==> config.mk <==
export PLATFORM = sky130hd
export DESIGN_NAME = mpsm_top
export DESIGN_NICKNAME = d
export VERILOG_FILES = /design/src/logic/mpsm_pkg.sv /design/src/logic/mpsm_sync.sv /design/src/logic/mpsm_top.sv
export VERILOG_INCLUDE_DIRS = /design/src /design/src/logic
export SDC_FILE = /design/constraint.sdc
export NUM_CORES = 1
export LEC_CHECK = 0
export ABC_AREA = 1
export BUFFER_PORTS_ARGS = -buffer_cell sky130_fd_sc_hd__buf_2
export CORE_ASPECT_RATIO = 1.5
export CORE_MARGIN = 3
export CORE_UTILIZATION = 45
export DETAILED_ROUTE_END_ITERATION = 7
export GPL_ROUTABILITY_DRIVEN = 1
export GPL_TIMING_DRIVEN = 0
export HOLD_SLACK_MARGIN = 0.03
export PLACE_DENSITY = 0.66
export SYNTH_ARGS = -nofsm -noshare
export SYNTH_HDL_FRONTEND = slang
export SYNTH_SLANG_ARGS = --single-unit
export TNS_END_PERCENT = 50
==> constraint.sdc <==
create_clock -name clk_in -period 6.2 [get_ports clk_in]
set_input_delay 0.31 -clock clk_in [delete_from_list [all_inputs] [get_ports clk_in]]
set_output_delay 0.31 -clock clk_in [all_outputs]
set_load 0.02 [all_outputs]
==> src/logic/mpsm_cfg.svh <==
/*
 * Offsets, field positions, reset values and timing counts for the
 * memory controller power state manager.
 * Assumes inclusion by bare name from the logic/ folder.
 */
`ifndef MPSM_CFG_SVH
`define MPSM_CFG_SVH

`define MPSM_OFF_ID        8'h00
`define MPSM_OFF_ASYNC_CFG 8'h04
`define MPSM_OFF_SDCFG     8'h08
`define MPSM_OFF_REFRESH   8'h0c
`define MPSM_OFF_STATUS    8'h10

`define MPSM_ID_VALUE      32'h5a5a_0001 // Arbitrary module id

`define MPSM_SDCFG_SR_BIT  31
`define MPSM_SDCFG_PD_BIT  30
`define MPSM_SDCFG_RST     32'h0000_0000

`define MPSM_AC_SETUP_LSB  0
`define MPSM_AC_STROBE_LSB 4
`define MPSM_AC_HOLD_LSB   10
`define MPSM_AC_TA_LSB     14
`define MPSM_AC_MAXW_LSB   16
`define MPSM_AC_WIDE_BIT   24
`define MPSM_ASYNC_RST     32'h0080_0000

`define MPSM_REFRESH_RST   32'h0000_0186

`define MPSM_FILL_WORDS    4'h8
`define MPSM_MAX_WORDS     5'h10
`define MPSM_CYC_PER_WORD8 3'h4
`define MPSM_MAX_CYC8      7'h40

`endif

==> src/logic/mpsm_pkg.sv <==
/*
 * Types shared by the power state manager.
 * Assumes nothing beyond a SystemVerilog compiler.
 */
`default_nettype none

package mpsm_pkg;
    typedef enum logic [1:0] {
        MPSM_PWR_ENABLE,
        MPSM_PWR_AUTO_SLEEP,
        MPSM_PWR_AUTO_WAKE,
        MPSM_PWR_SYNC_RESET
    } mpsm_pwr_t;

    typedef enum logic [3:0] {
        MPSM_MS_IDLE,
        MPSM_MS_REFRESH,
        MPSM_MS_PD_REFRESH,
        MPSM_MS_FILL,
        MPSM_MS_SETUP,
        MPSM_MS_STROBE,
        MPSM_MS_HOLD,
        MPSM_MS_TURN,
        MPSM_MS_SELF_REFRESH
    } mpsm_mem_t;
endpackage

`default_nettype wire

==> src/logic/mpsm_sync.sv <==
/*
 * Two flip-flop level synchroniser, one per bit.
 * Assumes the input is asynchronous to clk_in.
 */
`timescale 1ns/100ps
`default_nettype none

module mpsm_sync #(
    parameter int WIDTH = 1
) (
    input  wire logic             clk_in,
    input  wire logic             rst_in,
    input  wire logic [WIDTH-1:0] async_in,
    output logic      [WIDTH-1:0] sync_out
);
    logic [WIDTH-1:0] meta_r;

    always_ff @(posedge clk_in) begin
        if (rst_in) begin
            meta_r   <= '0;
            sync_out <= '0;
        end else begin
            meta_r   <= async_in;
            sync_out <= meta_r;
        end
    end
endmodule // mpsm_sync

`default_nettype wire

==> src/logic/mpsm_top.sv <==
/*
 * Power and state manager of an external memory controller: power-down
 * clock enable, self-refresh entry after draining work, module clock
 * states from the power sleep controller, cache-fill blocking and
 * asynchronous access cycle timing with wait extension.
 * Assumes one request presented at a time by an outside arbiter, and a
 * power sleep controller that sequences self-refresh around clock stop.
 */
`timescale 1ns/100ps
`default_nettype none
`include "mpsm_cfg.svh"

module mpsm_top #(
    parameter int WORDS_W = 5
) (
    input  wire logic               clk_in,
    input  wire logic               rst_in,
    input  wire logic [7:0]         reg_addr_in,
    input  wire logic [31:0]        reg_wdata_in,
    input  wire logic [3:0]         reg_be_in,
    input  wire logic               reg_wr_in,
    input  wire logic               reg_rd_in,
    output logic      [31:0]        reg_rdata_out,
    output logic                    reg_ack_out,
    input  wire logic [1:0]         pwr_state_in,
    output logic [1:0]              pwr_state_out,
    input  wire logic               mem_req_in,
    input  wire logic               mem_wr_in,
    input  wire logic               mem_sdram_in,
    input  wire logic [WORDS_W-1:0] mem_words_in,
    output logic                    mem_done_out,
    output logic                    mem_refused_out,
    input  wire logic               fill_req_in,
    output logic                    fill_word_out,
    output logic                    fill_done_out,
    input  wire logic               refresh_due_in,
    input  wire logic               external_wait_input,
    output logic                    sdram_clock_enable_pin,
    output logic                    auto_refresh_command,
    output logic                    self_refresh_active_out,
    output logic                    async_strobe_out
);
    ////////////////////////////////////////////////////////////////////
    // Registers and state
    logic [31:0]         sdcfg_r;
    logic [31:0]         async_cfg_r;
    logic [3:0]          backlog_r;
    logic                sr_enter;
    mpsm_pkg::mpsm_pwr_t pwr_r;
    mpsm_pkg::mpsm_mem_t ms_r;
    logic                awake_r;
    logic [6:0]          cyc_left_r;
    logic [WORDS_W-1:0]  words_r;
    logic [7:0]          tcnt_r;
    logic [7:0]          wait_cnt_r;
    logic                wr_r;
    logic                sdram_r;
    logic                wait_sync;
    logic                pwr_hold;
    logic                take_req;
    logic                sr_req;
    logic                pd_req;

    assign sr_req = sdcfg_r[`MPSM_SDCFG_SR_BIT];
    assign pd_req = sdcfg_r[`MPSM_SDCFG_PD_BIT];

    mpsm_sync #(
        .WIDTH(1)
    ) u_wait_sync (
        .clk_in  (clk_in),
        .rst_in  (rst_in),
        .async_in(external_wait_input),
        .sync_out(wait_sync)
    );

    ////////////////////////////////////////////////////////////////////
    // Module clock state from the power sleep controller
    always_ff @(posedge clk_in) begin
        if (rst_in) begin
            pwr_r <= mpsm_pkg::MPSM_PWR_ENABLE;
        end else begin
            pwr_r <= mpsm_pkg::mpsm_pwr_t'(pwr_state_in);
        end
    end

    // Auto sleep wakes for a request and drops back after it
    always_ff @(posedge clk_in) begin
        if (rst_in) begin
            awake_r <= 1'b1;
        end else if (pwr_r == mpsm_pkg::MPSM_PWR_AUTO_SLEEP) begin
            awake_r <= take_req || (ms_r != mpsm_pkg::MPSM_MS_IDLE &&
                       ms_r != mpsm_pkg::MPSM_MS_SELF_REFRESH);
        end else begin
            awake_r <= 1'b1;
        end
    end

    assign pwr_state_out = (pwr_r == mpsm_pkg::MPSM_PWR_AUTO_SLEEP &&
                            awake_r) ? 2'(mpsm_pkg::MPSM_PWR_ENABLE)
                                     : 2'(pwr_r);
    assign pwr_hold = (pwr_r == mpsm_pkg::MPSM_PWR_SYNC_RESET);

    ////////////////////////////////////////////////////////////////////
    // Register port; sync reset leaves registers untouched
    always_ff @(posedge clk_in) begin
        if (rst_in) begin
            sdcfg_r <= `MPSM_SDCFG_RST;
        end else if (reg_wr_in && !pwr_hold &&
                     reg_addr_in == `MPSM_OFF_SDCFG) begin
            for (int b = 0; b < 4; b++) begin
                if (reg_be_in[b]) begin
                    sdcfg_r[b*8 +: 8] <= reg_wdata_in[b*8 +: 8];
                end
            end
        end
    end

    always_ff @(posedge clk_in) begin
        if (rst_in) begin
            async_cfg_r <= `MPSM_ASYNC_RST;
        end else if (reg_wr_in && !pwr_hold &&
                     reg_addr_in == `MPSM_OFF_ASYNC_CFG) begin
            async_cfg_r <= reg_wdata_in;
        end
    end

    always_ff @(posedge clk_in) begin
        if (rst_in) begin
            reg_rdata_out <= 32'h0000_0000;
            reg_ack_out   <= 1'b0;
        end else begin
            reg_ack_out   <= reg_rd_in && !pwr_hold;
            reg_rdata_out <= 32'h0000_0000;
            if (reg_rd_in && !pwr_hold) begin
                unique case (reg_addr_in)
                    `MPSM_OFF_ID:        reg_rdata_out <= `MPSM_ID_VALUE;
                    `MPSM_OFF_ASYNC_CFG: reg_rdata_out <= async_cfg_r;
                    `MPSM_OFF_SDCFG:     reg_rdata_out <= sdcfg_r;
                    `MPSM_OFF_STATUS:    reg_rdata_out <= {20'h00000,
                        sdram_r, wr_r, backlog_r, ms_r, self_refresh_active_out,
                        sdram_clock_enable_pin};
                    default:             reg_rdata_out <= 32'h0000_0000;
                endcase
            end
        end
    end

    ////////////////////////////////////////////////////////////////////
    // Refresh backlog counter
    logic refresh_done;
    assign refresh_done = (ms_r == mpsm_pkg::MPSM_MS_REFRESH) ||
                          (ms_r == mpsm_pkg::MPSM_MS_PD_REFRESH);

    always_ff @(posedge clk_in) begin
        if (rst_in) begin
            backlog_r <= 4'h0;
        end else if (ms_r == mpsm_pkg::MPSM_MS_SELF_REFRESH) begin
            backlog_r <= 4'h0;
        end else if (refresh_due_in && !refresh_done && backlog_r != 4'hf) begin
            backlog_r <= backlog_r + 4'h1;
        end else if (!refresh_due_in && refresh_done && backlog_r != 4'h0) begin
            backlog_r <= backlog_r - 4'h1;
        end
    end

    ////////////////////////////////////////////////////////////////////
    // Memory sequencer
    assign take_req = mem_req_in && !fill_req_in && !pwr_hold &&
                      mem_words_in != '0 &&
                      mem_words_in <= WORDS_W'(`MPSM_MAX_WORDS);

    // Idle with nothing left to do: self-refresh is taken on the next edge
    assign sr_enter = ms_r == mpsm_pkg::MPSM_MS_IDLE && !pwr_hold &&
                      !fill_req_in && backlog_r == 4'h0 && !take_req &&
                      sr_req;

    assign mem_refused_out = mem_req_in && !pwr_hold &&
                             ms_r == mpsm_pkg::MPSM_MS_IDLE &&
                             (mem_words_in == '0 ||
                              mem_words_in > WORDS_W'(`MPSM_MAX_WORDS));

    logic [6:0] req_cycles;
    assign req_cycles = async_cfg_r[`MPSM_AC_WIDE_BIT]
        ? 7'({mem_words_in, 1'b0})
        : 7'({mem_words_in, 2'b00});

    logic [7:0] max_wait;
    assign max_wait = async_cfg_r[`MPSM_AC_MAXW_LSB +: 8];

    always_ff @(posedge clk_in) begin
        if (rst_in) begin
            ms_r       <= mpsm_pkg::MPSM_MS_IDLE;
            cyc_left_r <= 7'h00;
            words_r    <= '0;
            tcnt_r     <= 8'h00;
            wait_cnt_r <= 8'h00;
            wr_r       <= 1'b0;
            sdram_r    <= 1'b0;
        end else begin
            unique case (ms_r)
                mpsm_pkg::MPSM_MS_IDLE: begin
                    if (pwr_hold) begin
                        ms_r <= mpsm_pkg::MPSM_MS_IDLE;
                    end else if (fill_req_in) begin
                        ms_r    <= mpsm_pkg::MPSM_MS_FILL;
                        words_r <= WORDS_W'(`MPSM_FILL_WORDS);
                    end else if (backlog_r >= 4'h8) begin
                        ms_r <= mpsm_pkg::MPSM_MS_REFRESH;
                    end else if (take_req) begin
                        wr_r       <= mem_wr_in;
                        sdram_r    <= mem_sdram_in;
                        cyc_left_r <= req_cycles;
                        tcnt_r     <= 8'(async_cfg_r[`MPSM_AC_SETUP_LSB +: 4]);
                        ms_r       <= mpsm_pkg::MPSM_MS_SETUP;
                    end else if (backlog_r != 4'h0) begin
                        ms_r <= pd_req ? mpsm_pkg::MPSM_MS_PD_REFRESH
                                       : mpsm_pkg::MPSM_MS_REFRESH;
                    end else if (sr_req) begin
                        ms_r <= mpsm_pkg::MPSM_MS_SELF_REFRESH;
                    end
                end
                mpsm_pkg::MPSM_MS_REFRESH,
                mpsm_pkg::MPSM_MS_PD_REFRESH: begin
                    ms_r <= mpsm_pkg::MPSM_MS_IDLE;
                end
                mpsm_pkg::MPSM_MS_FILL: begin
                    words_r <= words_r - WORDS_W'(1);
                    if (words_r == WORDS_W'(1)) begin
                        ms_r <= mpsm_pkg::MPSM_MS_IDLE;
                    end
                end
                mpsm_pkg::MPSM_MS_SETUP: begin
                    if (tcnt_r == 8'h00) begin
                        tcnt_r     <= 8'(async_cfg_r[`MPSM_AC_STROBE_LSB +: 6]);
                        wait_cnt_r <= 8'h00;
                        ms_r       <= mpsm_pkg::MPSM_MS_STROBE;
                    end else begin
                        tcnt_r <= tcnt_r - 8'h01;
                    end
                end
                mpsm_pkg::MPSM_MS_STROBE: begin
                    if (wait_sync && wait_cnt_r < max_wait) begin
                        wait_cnt_r <= wait_cnt_r + 8'h01;
                    end else if (tcnt_r == 8'h00) begin
                        tcnt_r <= 8'(async_cfg_r[`MPSM_AC_HOLD_LSB +: 3]);
                        ms_r   <= mpsm_pkg::MPSM_MS_HOLD;
                    end else begin
                        tcnt_r <= tcnt_r - 8'h01;
                    end
                end
                mpsm_pkg::MPSM_MS_HOLD: begin
                    if (tcnt_r == 8'h00) begin
                        tcnt_r <= 8'(async_cfg_r[`MPSM_AC_TA_LSB +: 2]);
                        ms_r   <= mpsm_pkg::MPSM_MS_TURN;
                    end else begin
                        tcnt_r <= tcnt_r - 8'h01;
                    end
                end
                mpsm_pkg::MPSM_MS_TURN: begin
                    if (tcnt_r != 8'h00) begin
                        tcnt_r <= tcnt_r - 8'h01;
                    end else if (cyc_left_r <= 7'h01) begin
                        ms_r <= mpsm_pkg::MPSM_MS_IDLE;
                    end else begin
                        cyc_left_r <= cyc_left_r - 7'h01;
                        tcnt_r <= 8'(async_cfg_r[`MPSM_AC_SETUP_LSB +: 4]);
                        ms_r   <= mpsm_pkg::MPSM_MS_SETUP;
                    end
                end
                mpsm_pkg::MPSM_MS_SELF_REFRESH: begin
                    if (!pwr_hold && (take_req || fill_req_in)) begin
                        ms_r <= mpsm_pkg::MPSM_MS_IDLE;
                    end else if (!sr_req && !pwr_hold) begin
                        ms_r <= mpsm_pkg::MPSM_MS_IDLE;
                    end
                end
                default: ms_r <= mpsm_pkg::MPSM_MS_IDLE;
            endcase
        end
    end

    ////////////////////////////////////////////////////////////////////
    // Outputs
    always_ff @(posedge clk_in) begin
        if (rst_in) begin
            sdram_clock_enable_pin <= 1'b1;
        end else if (sr_enter ||
                     ms_r == mpsm_pkg::MPSM_MS_SELF_REFRESH) begin
            sdram_clock_enable_pin <= 1'b0;
        end else if (pd_req) begin
            sdram_clock_enable_pin <= take_req || fill_req_in ||
                (ms_r == mpsm_pkg::MPSM_MS_IDLE &&
                 backlog_r != 4'h0) ||
                (ms_r != mpsm_pkg::MPSM_MS_IDLE &&
                 ms_r != mpsm_pkg::MPSM_MS_PD_REFRESH);
        end else begin
            sdram_clock_enable_pin <= 1'b1;
        end
    end

    assign auto_refresh_command    = refresh_done;
    assign self_refresh_active_out = (ms_r == mpsm_pkg::MPSM_MS_SELF_REFRESH);
    assign async_strobe_out        = (ms_r == mpsm_pkg::MPSM_MS_STROBE);
    assign fill_word_out           = (ms_r == mpsm_pkg::MPSM_MS_FILL);
    assign fill_done_out = (ms_r == mpsm_pkg::MPSM_MS_FILL) &&
                           (words_r == WORDS_W'(1));
    assign mem_done_out  = (ms_r == mpsm_pkg::MPSM_MS_TURN) &&
                           tcnt_r == 8'h00 && cyc_left_r <= 7'h01;
endmodule // mpsm_top

`default_nettype wire

==> results.cfg <==
[clock_network]
postCtsSetupBuffers = 0
cts-root-buf = clkbuf_16
cts_max_path_buffers = 2
cts_tree = built
cts_hold_buf = 0
clock_sinks = 141
clock_latency_ns = 0.43
htree_levels = 4
cts.clk_slew.worst_paths_ns = 0.06
numCtsBuffers = 17
post_cts_resized = 0

[die]
core_area_sq_um = 14700
row_count = 54
io_pins = 104
die-area_sq_um = 16700
die_y_um = 157
chipWidth_um = 107
start_util_pct = 46.4

[global_routing]
grt_pass1_vias = 6431
grt_pass1_wl_mm = 32.2
grt_usage_pct = 24.8
grt_overflow = 0
antenna_found_initial = 0
grt_max_degree = 17

[synthesis]
synthSimpleGateAreaFrac_pct = 25.9
yosysWarnings = 0
synth_top_area_share_pct = 41.3
synth_compound_area_share_pct = 17.3
ys_types = 47
syn_nets = 1032
synthTopCellsByArea = dfxtp_1, nand2_1, inv_1, o21ai_0, a21oi_1
post_synth_inst_count = 952
syn_avg_cell_area_sq_um = 7.18
syn_area_sq_um = 6840
muxShareOfSynthArea_pct = 0
ys_ff_latch = 141
synth_top_family_by_area = simple AND/OR/NAND/NOR gates
synth_xor_area_share_pct = 0.769
yosys.area.top_type = dfxtp_1
yosysSeqAreaShare_pct = 41.3
synthAdderAreaFrac_pct = 3.59

[critical_path]
path_class = reg2reg
r2r_end = backlog_r[3]
r2r-start = ms_r[0]
cp_common_cell = nand3_1
slowest_stage = dfxtp_1
slowest_delay_ns = 0.36
critical_path.cell_chain = nor2_2 -> inv_2 -> nand3_1 -> nand2_1 -> ha_1 -> nand3_1 -> nand3_1 -> o21ai_0 -> o21ai_0 -> o21ai_1 -> a21oi_1
critical_path.max_fanout = 5
endpoint_kind = register
crit_arrival_ns = 2.54
required_ns = 6.51
r2r_slack_ns = 3.97
start_kind = register
worstRegToRegCells = 11

[placement]
dp.final_hpwl_mm = 15.2
place.gp.congestion = 0.886
numPortBuffers = 103

[pwr]
leakage_nw = 3.65
powerDensity_nw_per_um2 = 368
irDropWorstVdd_v = 0.000173

[routing]
first_pass_iters = 7
drc = 0
vias = 6587
wirelength_mm = 20.2
drt_iter0_markers = 343
vias_per_cell = 5.13
final_antenna_net_count = 0
wl_per_cell_um = 15.8

[worst_hold_path]
hold-path-endpoint = u_wait_sync.meta_r
hp-start = external_wait_input
hold_path_depth = 3
hp-class = in2reg

[finish]
antenna_cells = 0
fin_nets = 1154
final_core_util_pct = 55.7
layout-drive-gt1-share_pct = 18.3
syn_to_final_growth_pct = 19.9

[sta]
fin_crit_ns = 2.23
rsz0062_at_grt = no
fin_tns_setup_ns = 0
max_freq_mhz = 448
setup_viol = 0
slew_headroom_pct = 56.5
min_period_over_period_pct = 36.0
skew_ns = 0.00966
drv_slew = 0
hold_violations = 0
worst_pin_slew_ns = 0.652

[flow_run]
maxCapViolations = 0

[run_status]
status = finished clean
kinds of logic (layout without fill, tap and decap cells):
family          after synthesis  after routing
xor+xnor                      6              6
buf+inv                     176            311
fa+ha+maj                    19             19
compound gates              227            227
flops                       141            141
simple gates                383            383
power by group:
part / internal, W / switching, W / total, W / leakage (nW)
registers: 0.000972 / 0.0000727 / 0.00105 / 1.14
clock network: 0.000608 / 0.000449 / 0.00106 / 0.298
logic: 0.000330 / 0.000589 / 0.000919 / 2.21
total: 0.00191 / 0.00111 / 0.00302 / 3.65
sequential cells by signal, indices dropped and copies added, names as in the netlist:
register / count
reg_ack_out: 1
awake_r: 1
sdram_r: 1
wr_r: 1
cyc_left_r: 7
backlog_r: 4
wait_cnt_r: 8
u_wait_sync.meta_r: 1
sdcfg_r: 32
ms_r: 4
async_cfg_r: 32
tcnt_r: 8
u_wait_sync.sync_out: 1
sdram_clock_enable_pin: 1
reg_rdata_out: 32
pwr_r: 2
words_r: 5
per-layer routing:
layer	vias up	GRT usage (%)	wire [um]
li1	3327	-	-
met1	3009	28.6	8190
met2	200	44.5	10200
met3	51	4.84	1050
met4	0	10.8	767
met5	-	0	0
per-stage QoR:
step,cell area (sq um),setup slack (ns),std cells,total power [W],hold slack (ns)
floorplan,6840,4.26,952,0.00176,0.388
global placement,7600,3.70,1251,0.00196,0.400
detailed placement,7600,3.72,1251,0.00197,0.398
CTS,8200,3.98,1283,0.00302,0.0853
global route,8200,3.79,1283,0.00320,0.105
finish,8200,3.97,1283,0.00302,0.0854
cells in the mapped netlist (all sizes together):
library cell  number
o21bai             1
nand4             12
o31ai              1
o221ai             2
clkbuf            12
o21ai            107
xnor2              2
nor3b              2
a31oi              8
inv              139
fa                 1
a211oi             1
and2               2
nand3             55
o22ai              4
nand3b             2
xor2               4
nand2            174
a21oi             98
nor3               7
nor4               1
o211ai             5
or2                3
ha                18
buf               25
dfxtp            141
and3               1
nor2             124
layout by cell type (no fill, tap or decap), types with 3 or more instances in the layout:
cell and count:
nand2_4 7, clkbuf_16 17, o211ai_1 5, a31oi_1 8, buf_1 3, buf_6 10, o22ai_1 4, clkinv_4 3
ha_1 18, nor2_1 113, nor2_2 6, nand3_1 51, nand2_1 157, inv_2 5, clkbuf_1 12, xor2_1 4
nand2_2 10, inv_1 134, nand4_1 12, inv_6 7, a21oi_1 97, o21ai_1 6, dfxtp_1 141, nor2_4 3
o21ai_0 100, buf_4 4, buf_2 111, nor3_1 6
critical path: cells and delay by family, from the launching register on:
family                   cells  cell delay [ns]
AO/OA/AOI/OAI                4             0.46
adder cells (fa/ha/maj)      1             0.36
buffers and inverters        1             0.13
flip-flops                   1             0.36
AND/OR/NAND/NOR              5             0.79
worst max path at each step:
stage	startpoint	to	slack (ns)	cells past startpoint
after floorplan	ms_r[0]	backlog_r[3]	4.26	11
after global placement	mem_words_in[0]	cyc_left_r[0]	3.70	12
after detailed placement	mem_words_in[0]	cyc_left_r[3]	3.72	12
after global routing	ms_r[0]	backlog_r[3]	3.79	11
final	ms_r[0]	backlog_r[3]	3.97	11
after CTS	ms_r[0]	backlog_r[3]	3.98	11
final cells by class:
cell class / instances / area [sq um]
Clock buffer: 17 / 425
Fill cell: 1521 / 6530
Clock inverter: 15 / 175
Timing Repair Buffer: 103 / 515
Inverter: 139 / 522
Multi-Input combinational cell: 635 / 3250
Sequential cell: 141 / 2820
Tap cell: 196 / 245
Buffer: 37 / 239
Power figures use the tool's default switching activity.
